File: config.mk
export PLATFORM = sky130hd
export DESIGN_NAME = usb_endpoint_config
export DESIGN_NICKNAME = d
export VERILOG_FILES = /design/src/rtl/usb_endpoint_config_pkg.sv /design/src/rtl/usb_endpoint_config.sv
export SDC_FILE = /design/constraint.sdc
export NUM_CORES = 1
export LEC_CHECK = 0
export BUFFER_PORTS_ARGS = -buffer_cell sky130_fd_sc_hd__clkbuf_2
export CAP_MARGIN = 30
export CORE_ASPECT_RATIO = 0.7
export CORE_MARGIN = 2
export CORE_UTILIZATION = 46
export CTS_CLUSTER_SIZE = 12
export DETAILED_ROUTE_END_ITERATION = 16
export GPL_TIMING_DRIVEN = 0
export PLACE_DENSITY = 0.86
export REMOVE_ABC_BUFFERS = 1
export SLEW_MARGIN = 20
export SYNTH_ARGS = -nofsm -noshare
export SYNTH_HDL_FRONTEND = slang
export SYNTH_SLANG_ARGS = --single-unit
File: constraint.sdc
create_clock -name sys_clk -period 1.8 [get_ports sys_clk]
set_input_delay 0.27 -clock sys_clk [delete_from_list [all_inputs] [get_ports sys_clk]]
set_output_delay 0.27 -clock sys_clk [all_outputs]
set_load 0.01 [all_outputs]
File: src/rtl/usb_endpoint_config_pkg.sv
// Constants and carrier types for the endpoint configuration block
package usb_endpoint_config_pkg;
	localparam int ADDR_WIDTH = 11;
	localparam int DATA_WIDTH = 32;
	localparam int INDEX_WIDTH = 9;

	// Register indices; byte address is four times the index
	localparam logic [INDEX_WIDTH-1:0] INDEX_JOIN_SECOND = 9'h145;
	localparam logic [INDEX_WIDTH-1:0] INDEX_MAX_PACKET_HIGH = 9'h150;
	localparam logic [INDEX_WIDTH-1:0] INDEX_MAX_PACKET_LOW = 9'h151;
	localparam logic [INDEX_WIDTH-1:0] INDEX_CONFIGURATION = 9'h152;
	localparam logic [INDEX_WIDTH-1:0] INDEX_ACCEPT_STATUS = 9'h15F;

	localparam logic [7:0] RESET_VALUE = 8'h00;
	localparam logic [7:0] MASK_MAX_PACKET_HIGH = 8'h03;
	localparam logic [7:0] MASK_MAX_PACKET_LOW = 8'hF8;
	localparam logic [7:0] MASK_CONFIGURATION = 8'hEF;
	localparam logic [7:0] MASK_JOIN = 8'h0F;

	// Field positions
	localparam int BIT_DIRECTION = 7;
	localparam int BIT_INTERRUPT_MODE = 6;
	localparam int BIT_ENDPOINT_ON = 5;
	localparam int BIT_INDEX_TOP = 3;
	localparam int BIT_SIZE_LOW_TOP = 7;
	localparam int BIT_SIZE_LOW_BOTTOM = 3;
	localparam int BIT_SIZE_HIGH_TOP = 1;
	localparam int JOIN_DMA_ONE = 3;
	localparam int JOIN_DMA_ZERO = 2;
	localparam int JOIN_READ = 1;
	localparam int JOIN_WRITE = 0;

	localparam logic [1:0] RESP_OKAY = 2'b00;
	localparam logic [1:0] RESP_SLVERR = 2'b10;

	typedef struct packed {
		logic       direction_select;
		logic       interrupt_behaviour_select;
		logic       endpoint_on;
		logic [3:0] endpoint_index;
	} endpoint_settings_type;

	typedef struct packed {
		logic link_dma_channel_one;
		logic link_dma_channel_zero;
		logic link_processor_read;
		logic link_processor_write;
	} data_link_type;
endpackage

File: src/rtl/usb_endpoint_config.sv
// Endpoint configuration registers with an AXI4-Lite slave
//
// Our own choice: the AXI4-Lite register port.
`timescale 1ns/1ns
`default_nettype none
module usb_endpoint_config
	import usb_endpoint_config_pkg::*;
(
	input  wire logic                                       sys_clk,
	input  wire logic                                       rst_n,
	input  wire logic [usb_endpoint_config_pkg::ADDR_WIDTH-1:0] s_axi_awaddr,
	input  wire logic                                       s_axi_awvalid,
	output logic                                            s_axi_awready,
	input  wire logic [usb_endpoint_config_pkg::DATA_WIDTH-1:0] s_axi_wdata,
	input  wire logic [3:0]                                 s_axi_wstrb,
	input  wire logic                                       s_axi_wvalid,
	output logic                                            s_axi_wready,
	output logic [1:0]                                      s_axi_bresp,
	output logic                                            s_axi_bvalid,
	input  wire logic                                       s_axi_bready,
	input  wire logic [usb_endpoint_config_pkg::ADDR_WIDTH-1:0] s_axi_araddr,
	input  wire logic                                       s_axi_arvalid,
	output logic                                            s_axi_arready,
	output logic [usb_endpoint_config_pkg::DATA_WIDTH-1:0]  s_axi_rdata,
	output logic [1:0]                                      s_axi_rresp,
	output logic                                            s_axi_rvalid,
	input  wire logic                                       s_axi_rready,
	input  wire logic                                       token_valid,
	input  wire logic [3:0]                                 token_endpoint_index,
	input  wire logic                                       token_direction_in,
	output logic                                            token_accept,
	output usb_endpoint_config_pkg::endpoint_settings_type  endpoint_settings,
	output logic [9:0]                                      max_packet_bytes,
	output usb_endpoint_config_pkg::data_link_type          data_link,
	output logic                                            always_toggle,
	output logic                                            ping_flow_control
);
	import usb_endpoint_config_pkg::*;

	logic [7:0]            max_high;
	logic [7:0]            max_low;
	logic [7:0]            configuration;
	logic [7:0]            join_second;
	logic [7:0]            accept_count;
	logic                  aw_held;
	logic [INDEX_WIDTH-1:0] aw_index;
	logic                  w_held;
	logic [7:0]            w_byte;
	logic                  w_lane;
	logic [7:0]            next_max_high;
	logic [7:0]            next_max_low;
	logic [7:0]            next_configuration;
	logic [7:0]            next_join_second;
	logic [7:0]            next_accept_count;
	logic                  next_aw_held;
	logic [INDEX_WIDTH-1:0] next_aw_index;
	logic                  next_w_held;
	logic [7:0]            next_w_byte;
	logic                  next_w_lane;
	logic                  next_bvalid;
	logic [1:0]            next_bresp;
	logic                  next_rvalid;
	logic [1:0]            next_rresp;
	logic [DATA_WIDTH-1:0] next_rdata;
	logic                  write_fire;
	logic                  read_fire;
	logic [INDEX_WIDTH-1:0] ar_index;
	logic [7:0]            read_byte;
	logic                  read_hit;
	logic [3:0]            join_pick;

	// Settings, size and link outputs come straight from register bits; the low three size bits are tied to zero
	assign endpoint_settings.direction_select = configuration[BIT_DIRECTION];
	assign endpoint_settings.interrupt_behaviour_select =
		configuration[BIT_INTERRUPT_MODE];
	assign endpoint_settings.endpoint_on = configuration[BIT_ENDPOINT_ON];
	assign endpoint_settings.endpoint_index = configuration[BIT_INDEX_TOP:0];
	assign max_packet_bytes = {max_high[BIT_SIZE_HIGH_TOP:0],
		max_low[BIT_SIZE_LOW_TOP:BIT_SIZE_LOW_BOTTOM], 3'h0};
	assign data_link.link_dma_channel_one = join_second[JOIN_DMA_ONE];
	assign data_link.link_dma_channel_zero = join_second[JOIN_DMA_ZERO];
	assign data_link.link_processor_read = join_second[JOIN_READ];
	assign data_link.link_processor_write = join_second[JOIN_WRITE];
	// Toggle every transaction only for IN with mode set
	assign always_toggle = configuration[BIT_DIRECTION]
		& configuration[BIT_INTERRUPT_MODE];
	// PING only for bulk OUT
	assign ping_flow_control = ~configuration[BIT_DIRECTION]
		& ~configuration[BIT_INTERRUPT_MODE];
	// Disabled endpoint answers nothing on the bus
	assign token_accept = token_valid & configuration[BIT_ENDPOINT_ON]
		& (token_endpoint_index == configuration[BIT_INDEX_TOP:0])
		& (token_direction_in == configuration[BIT_DIRECTION]);

	assign s_axi_awready = ~aw_held;
	assign s_axi_wready = ~w_held;
	assign s_axi_arready = ~s_axi_rvalid;
	assign write_fire = aw_held & w_held & ~s_axi_bvalid;
	assign read_fire = s_axi_arvalid & ~s_axi_rvalid;
	assign ar_index = s_axi_araddr[ADDR_WIDTH-1:2];

	// Highest written join bit wins, so a burst of ones cannot double-book
	always_comb
	begin
		join_pick = 4'h0;
		if (w_byte[JOIN_DMA_ONE])
			join_pick[JOIN_DMA_ONE] = 1'b1;
		else if (w_byte[JOIN_DMA_ZERO])
			join_pick[JOIN_DMA_ZERO] = 1'b1;
		else if (w_byte[JOIN_READ])
			join_pick[JOIN_READ] = 1'b1;
		else if (w_byte[JOIN_WRITE])
			join_pick[JOIN_WRITE] = 1'b1;
	end

	always_comb
	begin
		read_hit = 1'b1;
		unique case (ar_index)
			INDEX_JOIN_SECOND:     read_byte = join_second;
			INDEX_MAX_PACKET_HIGH: read_byte = max_high;
			INDEX_MAX_PACKET_LOW:  read_byte = max_low;
			INDEX_CONFIGURATION:   read_byte = configuration;
			INDEX_ACCEPT_STATUS:   read_byte = accept_count;
			default:
			begin
				read_byte = RESET_VALUE;
				read_hit = 1'b0;
			end
		endcase
	end

	always_comb
	begin
		next_max_high = max_high;
		next_max_low = max_low;
		next_configuration = configuration;
		next_join_second = join_second;
		next_accept_count = accept_count + {7'h00, token_accept};
		next_aw_held = aw_held;
		next_aw_index = aw_index;
		next_w_held = w_held;
		next_w_byte = w_byte;
		next_w_lane = w_lane;
		next_bvalid = s_axi_bvalid & ~s_axi_bready;
		next_bresp = s_axi_bresp;
		next_rvalid = s_axi_rvalid & ~s_axi_rready;
		next_rresp = s_axi_rresp;
		next_rdata = s_axi_rdata;
		if (s_axi_awvalid & ~aw_held)
		begin
			next_aw_held = 1'b1;
			next_aw_index = s_axi_awaddr[ADDR_WIDTH-1:2];
		end
		if (s_axi_wvalid & ~w_held)
		begin
			next_w_held = 1'b1;
			next_w_byte = s_axi_wdata[7:0];
			next_w_lane = s_axi_wstrb[0];
		end
		if (write_fire)
		begin
			next_aw_held = 1'b0;
			next_w_held = 1'b0;
			next_bvalid = 1'b1;
			next_bresp = RESP_OKAY;
			// Masks drop writes to reserved bits
			unique case (aw_index)
				INDEX_JOIN_SECOND:
					if (w_lane)
						next_join_second = {4'h0, join_pick} & MASK_JOIN;
				INDEX_MAX_PACKET_HIGH:
					if (w_lane)
						next_max_high = w_byte & MASK_MAX_PACKET_HIGH;
				INDEX_MAX_PACKET_LOW:
					if (w_lane)
						next_max_low = w_byte & MASK_MAX_PACKET_LOW;
				INDEX_CONFIGURATION:
					if (w_lane)
						next_configuration = w_byte & MASK_CONFIGURATION;
				INDEX_ACCEPT_STATUS:
					next_bresp = RESP_OKAY;
				default:
					next_bresp = RESP_SLVERR;
			endcase
		end
		if (read_fire)
		begin
			next_rvalid = 1'b1;
			next_rdata = {24'h000000, read_byte};
			next_rresp = read_hit ? RESP_OKAY : RESP_SLVERR;
		end
	end

	always_ff @(posedge sys_clk)
	begin
		if (!rst_n)
		begin
			max_high <= RESET_VALUE;
			max_low <= RESET_VALUE;
			configuration <= RESET_VALUE;
			join_second <= RESET_VALUE;
			accept_count <= RESET_VALUE;
			aw_held <= 1'b0;
			aw_index <= '0;
			w_held <= 1'b0;
			w_byte <= RESET_VALUE;
			w_lane <= 1'b0;
			s_axi_bvalid <= 1'b0;
			s_axi_bresp <= RESP_OKAY;
			s_axi_rvalid <= 1'b0;
			s_axi_rresp <= RESP_OKAY;
			s_axi_rdata <= '0;
		end
		else
		begin
			max_high <= next_max_high;
			max_low <= next_max_low;
			configuration <= next_configuration;
			join_second <= next_join_second;
			accept_count <= next_accept_count;
			aw_held <= next_aw_held;
			aw_index <= next_aw_index;
			w_held <= next_w_held;
			w_byte <= next_w_byte;
			w_lane <= next_w_lane;
			s_axi_bvalid <= next_bvalid;
			s_axi_bresp <= next_bresp;
			s_axi_rvalid <= next_rvalid;
			s_axi_rresp <= next_rresp;
			s_axi_rdata <= next_rdata;
		end
	end
endmodule
`default_nettype wire

# Yosys cells after proc, flatten, opt, wreduce, memory -nomap -nowiden
# Cells that the tools add are included.
# op_classes
eq_ne	12
muxes	13
bitwise_logic	21
reduce_logical	7
add_sub_neg	1
# op_table
op	count
$eq A9 B9 Y1 const B	10
$pmux W8 S5	1
$and A1 B1 Y1	12
$reduce_and A3 Y1	4
$reduce_or A5 Y1	2
$not A1 Y1	9
$add A8 B1 Y8	1
$mux W1	8
$mux W2	3
$eq A4 B4 Y1	1
$mux W3	1
$reduce_or A2 Y1	1
$eq A1 B1 Y1	1
# totals
register_bits	60
inputBits	71
out_inout_bits	65

# Logic depth before layout (Yosys ltp)
# Gate-level depths: netlist of the first run.
# logic_depth
word_depth	4
mapped_depth	8
depth_no_buf	8

# Least setup slack after synthesis of the first run
# Ideal clock, no wire load.
# synth_timing
path_kind	register to register
startpoint	register configuration[7]
endpoint	register accept_count[5]
path_slack_ps	129
stages_incl_launch_ff	9
arrival_time_ps	1543
synth_period_minus_slack_ps	1671
path_buffers	0
required_ps	1672
cell_sequence	dfxtp_1 > xnor2_1 > nand4_1 > nor2_1 > ha_1 > and3_1 > nand3_1 > xor2_1 > nor2_1
# synth_via
elab_chain_len	3
# synth_rtl
element	line	source
start, declared	usb_endpoint_config.sv:42	logic [7:0] configuration;
start signal, assigned	usb_endpoint_config.sv:219	configuration <= next_configuration;
$eq A1 B1 Y1	usb_endpoint_config.sv:93	& (token_direction_in == configuration[BIT_DIRECTION]);
$and A1 B1 Y1	usb_endpoint_config.sv:93	
net token_accept	usb_endpoint_config.sv:31	output logic token_accept,
$add A8 B1 Y8	usb_endpoint_config.sv:139	next_accept_count = accept_count + {7'h00, token_accept};
end signal, assigned	usb_endpoint_config.sv:221	accept_count <= next_accept_count;
end, declared	usb_endpoint_config.sv:44	logic [7:0] accept_count;
# The timed path passes the listed nets, and every way through them passes these cells.
# A chain may end at the register's enable or synchronous reset.

# Worst setup path in the final report of the first run
# layout_timing
startpoint	register configuration[7]
endpoint	output token_accept
# layout_via
elab_chain_len	2
# layout_rtl
element	line
$eq A1 B1 Y1	usb_endpoint_config.sv:93
$and A1 B1 Y1	usb_endpoint_config.sv:93
end, declared	usb_endpoint_config.sv:31
# Every way passes these cells.

==> flow_metrics.tcl, run 1 <==
set metrics [dict create \
    grt_util_met3 0.0696 \
    finalCritPeriodShare 0.957 \
    crit_arrival_ns 1.45 \
    die_boundary_height_microns 69.6 \
    timing.fmax_ghz 0.581 \
    number_of_antenna_violations_at_the_first_check_in_global_routing 0 \
    synth_adder_area_share 0.00885 \
    syn-mean-instance-area_sq_um 8.44 \
    routabilityCongestion 0.857 \
    met1_usage 0.234 \
    final_antenna_net_count 0 \
    cts-root-to-sink-buffers 2 \
    clk_latency_ns 0.34 \
    hold_violations 0 \
    share_of_flip_flops_with_an_asynchronous_set_or_reset_after_synthesis 0 \
    finalSetupViolations 0 \
    die_width_microns 97.7 \
    finalWirelength_microns 6680 \
    antenna_cells_inserted 0 \
    ctsRootBufferMaster "sky130_fd_sc_hd__clkbuf_8" \
    post_synth_xor_area_fraction 0.0341 \
    post_route_cells_drive_above_1_share 0.262 \
    worst_path_max_delay_cell "sky130_fd_sc_hd__dfxtp_2" \
    layout_commonest_cell "sky130_fd_sc_hd__clkbuf_2" \
    detailedRoute.firstPassIterationCount 4 \
    worstMarginPinSlew_ns 0.639 \
    grt_max_degree 30 \
    wl_per_cell_microns 13.7 \
    globalRouteTotalUtil 0.197 \
    buffer_ports.inserted 75 \
    rsz_0062_raised_after_global_routing "false" \
    longest_individual_stage_delay_on_the_worst_path_ns 0.36 \
    worst_setup_path_start_kind "flip-flop" \
    run_status "finished, final reports clean" \
    grt_first_pass_wirelength_microns 10800 \
    grt_overflow_total 0 \
    number_of_vias_per_cell_after_detailed_routing 5.21 \
    cp-end-kind "output pin" \
    area_added_between_synthesis_and_finish_pct 19.7 \
    die_outline_area_sq_um 6800 \
    pwr_density_cell_nw_per_um2 831 \
    holdWs_ns 0.126 \
    ff2ff_setup_slack_ns 0.10 \
    cp_required_ns 1.53 \
    crit_fanout 6 \
    yosysWarnings 0 \
    synth_mux_area_frac 0.0712 \
    number_of_global_route_vias_before_repair 2410 \
    max-cap-violations 0 \
    post_synth_edffs 0 \
    final_max_slew_viol_count 0 \
    cts_tree "built" \
    top_level_ports 136 \
    gate_count_of_the_mapped_netlist 335 \
    tritoncts.num_buffers 9 \
    power.ir.vdd_worst_mv 0.396 \
    holdCritPathClass "primary input to flip-flop" \
    htreeDepth 3 \
    first_iteration_detailed_routing_drc_count 127 \
    final.min_clock_period_ns 1.72 \
    clock-skew-final_ns 0.00628 \
    fill_cells 521 \
    combinational_family_with_the_most_area_after_synthesis "simple AND/OR/NAND/NOR gates" \
    grt-busiest-layer "met2" \
    clock_pin_transition_on_the_worst_setup_and_hold_timing_paths_ns 0.06 \
    synth-main-ff-cell "sky130_fd_sc_hd__dfxtp_1" \
    cts.sinks 58 \
    synth.yosys.seq_area_share 0.410 \
    crit_chain "xnor2_2 > nand4_1 > nor2_2 > buf_4 > clkbuf_2" \
    route.detailed.drc 0 \
    grt_use_met2 0.331 \
    effective_utilization_at_floorplan 0.484 \
    fin_tns_setup_ns 0 \
    area_share_of_and_or_nand_nor_cells_after_synthesis 0.264 \
    dp.final_hpwl_microns 5090 \
    tightest_slew_margin_relative_to_the_limit 0.573 \
    fp.coreArea_sq_um 5840 \
    most-common-layout-cells "sky130_fd_sc_hd__clkbuf_2 (75), sky130_fd_sc_hd__nand2_1 (69), sky130_fd_sc_hd__dfxtp_1 (56)" \
    synth-seq-cells 58 \
    nNetsFinal 481 \
    crit_type "flip-flop to output pin" \
    post_synth_instance_area_sq_um 2830 \
    synth_compound_area_frac 0.101 \
    detailroute.via_count 2543 \
    synth_cell_type_count 44 \
    cellLeakagePower_nw 1.56 \
    row_count 23 \
]
==> power by group <==
| part | internal, W | leakage, nW | switching (W) |
|---|---|---|---|
| combinational | 0.0000925 | 0.982 | 0.000159 |
| clock | 0.000706 | 0.105 | 0.000504 |
| sequential | 0.00132 | 0.472 | 0.0000327 |
| total | 0.00212 | 1.56 | 0.000696 |
==> per-stage QoR <==
step	std cells	total power [W]	utilization	cell area [sq um]	worst slack (ns)
2_1_floorplan	320	0.00151	-	2650	0.120
3_3_place_gp	470	0.00161	0.534	3120	-0.892
3_5_place_dp	471	0.00162	0.539	3150	-0.567
4_1_cts	487	0.00282	0.576	3360	0.0269
5_1_grt	488	0.00293	0.580	3390	0.0124
6_report	488	0.00281	0.580	3390	0.0778
==> critical path, delay by kind of cell (launching register included) <==
kind                      cells  cell delay (ns)
DFF                           1             0.36
and+or+nand+nor               2             0.30
xor gates and xnor gates      1             0.21
buffers and inverters         2             0.25
==> logic make-up after synthesis <==
group           count (synthesis)
other cells                     1
mux                            20
xor+xnor                       11
fa+ha+maj                       2
compound gates                 45
flops                          58
buf+inv                        50
simple gates                  148
==> layout make-up <==
class	instances	area (sq um)	share of cell area
clock buffer	11	151	0.0447
clock inverter	5	52.6	0.0155
inverter	7	27.5	0.00813
multi-input combinational	255	1490	0.439
sequential	58	1160	0.344
tap	75	93.8	0.0277
timing repair buffer	77	410	0.121
==> Yosys cell counts (all sizes together) (2+ instances only) <==
cell type	n	share of area
nand2	69	0.092
dfxtp	58	0.41
buf	33	0.086
nor2	24	0.032
a21oi	22	0.039
mux2i	19	0.067
clkbuf	10	0.013
nand3	10	0.018
nand4	9	0.020
a22o	7	0.022
xnor2	7	0.022
inv	6	0.0080
and3	5	0.011
nand3b	5	0.018
nor2b	5	0.011
o21ai	5	0.0088
and2	4	0.0088
xor2	4	0.012
a22oi	3	0.0080
nand4b	3	0.0093
and3b	2	0.0062
ha	2	0.0088
nand2b	2	0.0044
nand4bb	2	0.0080
nor3	2	0.0053
o211ai	2	0.0053
o221ai	2	0.0062
==> layer usage <==
| layer | share of wire | up-vias | wire, microns |
|---|---|---|---|
| li1 | - | 1239 | - |
| met1 | 0.42 | 1187 | 2810 |
| met2 | 0.48 | 104 | 3210 |
| met3 | 0.080 | 13 | 536 |
| met4 | 0.017 | 0 | 114 |
| met5 | 0 | - | 0 |
==> state kept, by name, summed over array words and instances, names as in the netlist <==
name           cells
w_lane             1
aw_held            1
configuration      7
join_second        4
s_axi_bvalid       1
s_axi_bresp        1
max_high           2
w_held             1
aw_index           9
s_axi_rdata        8
max_low            5
s_axi_rresp        1
w_byte             8
accept_count       8
s_axi_rvalid       1
==> repair_timing <==
item | in CTS | in global routing
pin swaps | 0 | 1
resized for setup | 3 | 6
endpoints found under the setup margin | 13 | 13
buffers inserted | 0 | 1
hold buffers | 0 | 0
==> path summary, 6_finish.rpt <==
kind | endpoint | cells past startpoint | from
worst max register to register | accept_count[7] | 8 | configuration[7]
worst max-delay path | token_accept | 5 | configuration[7]
worst min-delay path | s_axi_rvalid | 2 | s_axi_rready
worst min register to register | aw_index[5] | 2 | aw_index[5]
No activity file was read; power rests on OpenSTA's default activity.
==> run 2: changes to the inputs <==
--- a/config.mk
+++ b/config.mk
@@ -13,6 +13,7 @@
 export CTS_CLUSTER_SIZE = 12
 export DETAILED_ROUTE_END_ITERATION = 16
 export GPL_TIMING_DRIVEN = 0
+export MAX_ROUTING_LAYER = met4
 export PLACE_DENSITY = 0.86
 export REMOVE_ABC_BUFFERS = 1
 export SLEW_MARGIN = 20
==> run 2 against run 1 <==
Net effect:
- clock power is essentially flat
- sequential share of layout area is the same
- power grew 0.24%
- largest cell class unchanged
==> flow_metrics.tcl, run 2 (synthesis results as in run 1) <==
set metrics [dict create \
    worst_setup_path_start_kind "flip-flop" \
    final_antenna_net_count 0 \
    cp_required_ns 1.53 \
    die_boundary_height_microns 69.6 \
    postLayoutCellArea_sq_um 3390 \
    largest_register_ff_count 9 \
    postPlaceCellArea_sq_um 3150 \
    stdcell_count 488 \
    clock_pin_transition_on_the_worst_setup_and_hold_timing_paths_ns 0.06 \
    grt_overflow_total 0 \
    nNetsFinal 481 \
    timing.fmax_ghz 0.580 \
    dp.final_hpwl_microns 5090 \
    grt_max_degree 30 \
    pwr_density_cell_nw_per_um2 833 \
    tritoncts.num_buffers 9 \
    rsz_0062_raised_after_global_routing "false" \
    grt_first_pass_wirelength_microns 10800 \
    ctsRootBufferMaster "sky130_fd_sc_hd__clkbuf_8" \
    die_outline_area_sq_um 6800 \
    layout_commonest_cell "sky130_fd_sc_hd__clkbuf_2" \
    routabilityCongestion 0.871 \
    fp.coreArea_sq_um 5840 \
    run_status "finished, final reports clean" \
    wl_per_cell_microns 13.7 \
    tightest_slew_margin_relative_to_the_limit 0.575 \
    area_added_between_synthesis_and_finish_pct 19.7 \
    buffer_ports.inserted 75 \
    clk_latency_ns 0.34 \
    dp.cells 471 \
    cts-root-to-sink-buffers 2 \
    final_max_slew_viol_count 0 \
    detailroute.via_count 2526 \
    finalCritPeriodShare 0.958 \
    number_of_vias_per_cell_after_detailed_routing 5.18 \
    finalWirelength_microns 6680 \
    htreeDepth 3 \
    route.detailed.drc 0 \
    worstMarginPinSlew_ns 0.635 \
    regMostFlops "aw_index" \
    max-cap-violations 0 \
    first_iteration_detailed_routing_drc_count 132 \
    clock-skew-final_ns 0.00463 \
    cts_tree "built" \
    power.ir.vdd_worst_mv 0.396 \
    hold_violations 0 \
    row_count 23 \
    antenna_cells_inserted 0 \
    number_of_global_route_vias_before_repair 2409 \
    crit_type "flip-flop to output pin" \
    top_level_ports 136 \
    cp-end-kind "output pin" \
    finalSetupViolations 0 \
    holdCritPathClass "primary input to flip-flop" \
    cts.sinks 58 \
    cellLeakagePower_nw 1.56 \
    fin_util 0.580 \
    detailedRoute.firstPassIterationCount 4 \
    die_width_microns 97.7 \
    post_route_cells_drive_above_1_share 0.262 \
    most-common-layout-cells "sky130_fd_sc_hd__clkbuf_2 (75), sky130_fd_sc_hd__nand2_1 (69), sky130_fd_sc_hd__dfxtp_1 (56)" \
    number_of_antenna_violations_at_the_first_check_in_global_routing 0 \
    effective_utilization_at_floorplan 0.484 \
    crit_fanout 6 \
    final.min_clock_period_ns 1.72 \
    crit_arrival_ns 1.45 \
    globalRouteTotalUtil 0.202 \
]
run 2: cell counts in the layout (fill, tap and decap cells not counted):
No cell type changed its count.
run 2: layout make-up:
| cell class | instances | area, sq um |
|---|---|---|
| multi-input cells | 255 | 1490 |
| well taps | 75 | 93.8 |
| repair buffers | 77 | 410 |
| fillers | 521 | 2460 |
| clock buffers | 11 | 151 |
| clock inverters | 5 | 52.6 |
| flip-flops and latches | 58 | 1160 |
| inverters | 7 | 27.5 |
run 2: final timing paths:
path,startpoint,endpoint,slack [ns],depth (start not counted)
max reg2reg,configuration[7],accept_count[7],0.11,8
max,configuration[7],token_accept,0.08,5
min reg2reg,aw_index[5],aw_index[5],0.46,2
min,s_axi_rready,s_axi_rvalid,0.12,2
run 2: through the flow:
stage	power (W)	hold slack [ns]	setup WS (ns)	TNS (ns)
detailed placement	0.00162	0.457	-0.567	-5.03
global route	0.00293	0.131	0.0124	0
finish	0.00282	0.123	0.0764	0
global placement	0.00161	0.444	-0.892	-16.30
floorplan	0.00151	0.370	0.120	0
CTS	0.00282	0.122	0.0269	0
run 2: where the power goes:
part	switching, W	total [W]	leakage [nW]	internal, W
logic	0.000159	0.000252	0.982	0.0000925
registers	0.0000327	0.00135	0.472	0.00132
clock network	0.000511	0.00122	0.105	0.000706
total	0.000703	0.00282	1.56	0.00212
run 2: routing by layer:
layer / part of all wire / GRT usage / vias up
li1: - / - / 1240
met1: 0.43 / 0.234 / 1179
met2: 0.48 / 0.331 / 92
met3: 0.073 / 0.0696 / 15
met4: 0.022 / 0.0679 / 0
met5: 0 / - / -
run 2: what timing repair did:
| item | 4_1_cts | 5_1_grt |
|---|---|---|
| hold buffers | 0 | 0 |
| pin swaps | 0 | 1 |
| buffers inserted | 0 | 1 |
| gates resized for setup | 3 | 6 |
| endpoints found under the setup margin | 13 | 13 |
run 2: worst max-delay path, stage by stage (launching register included):
cell                       delay, ns
sky130_fd_sc_hd__dfxtp_2        0.36
sky130_fd_sc_hd__xnor2_2        0.21
sky130_fd_sc_hd__nand4_1        0.14
sky130_fd_sc_hd__nor2_2         0.16
sky130_fd_sc_hd__buf_4          0.13
sky130_fd_sc_hd__clkbuf_2       0.12
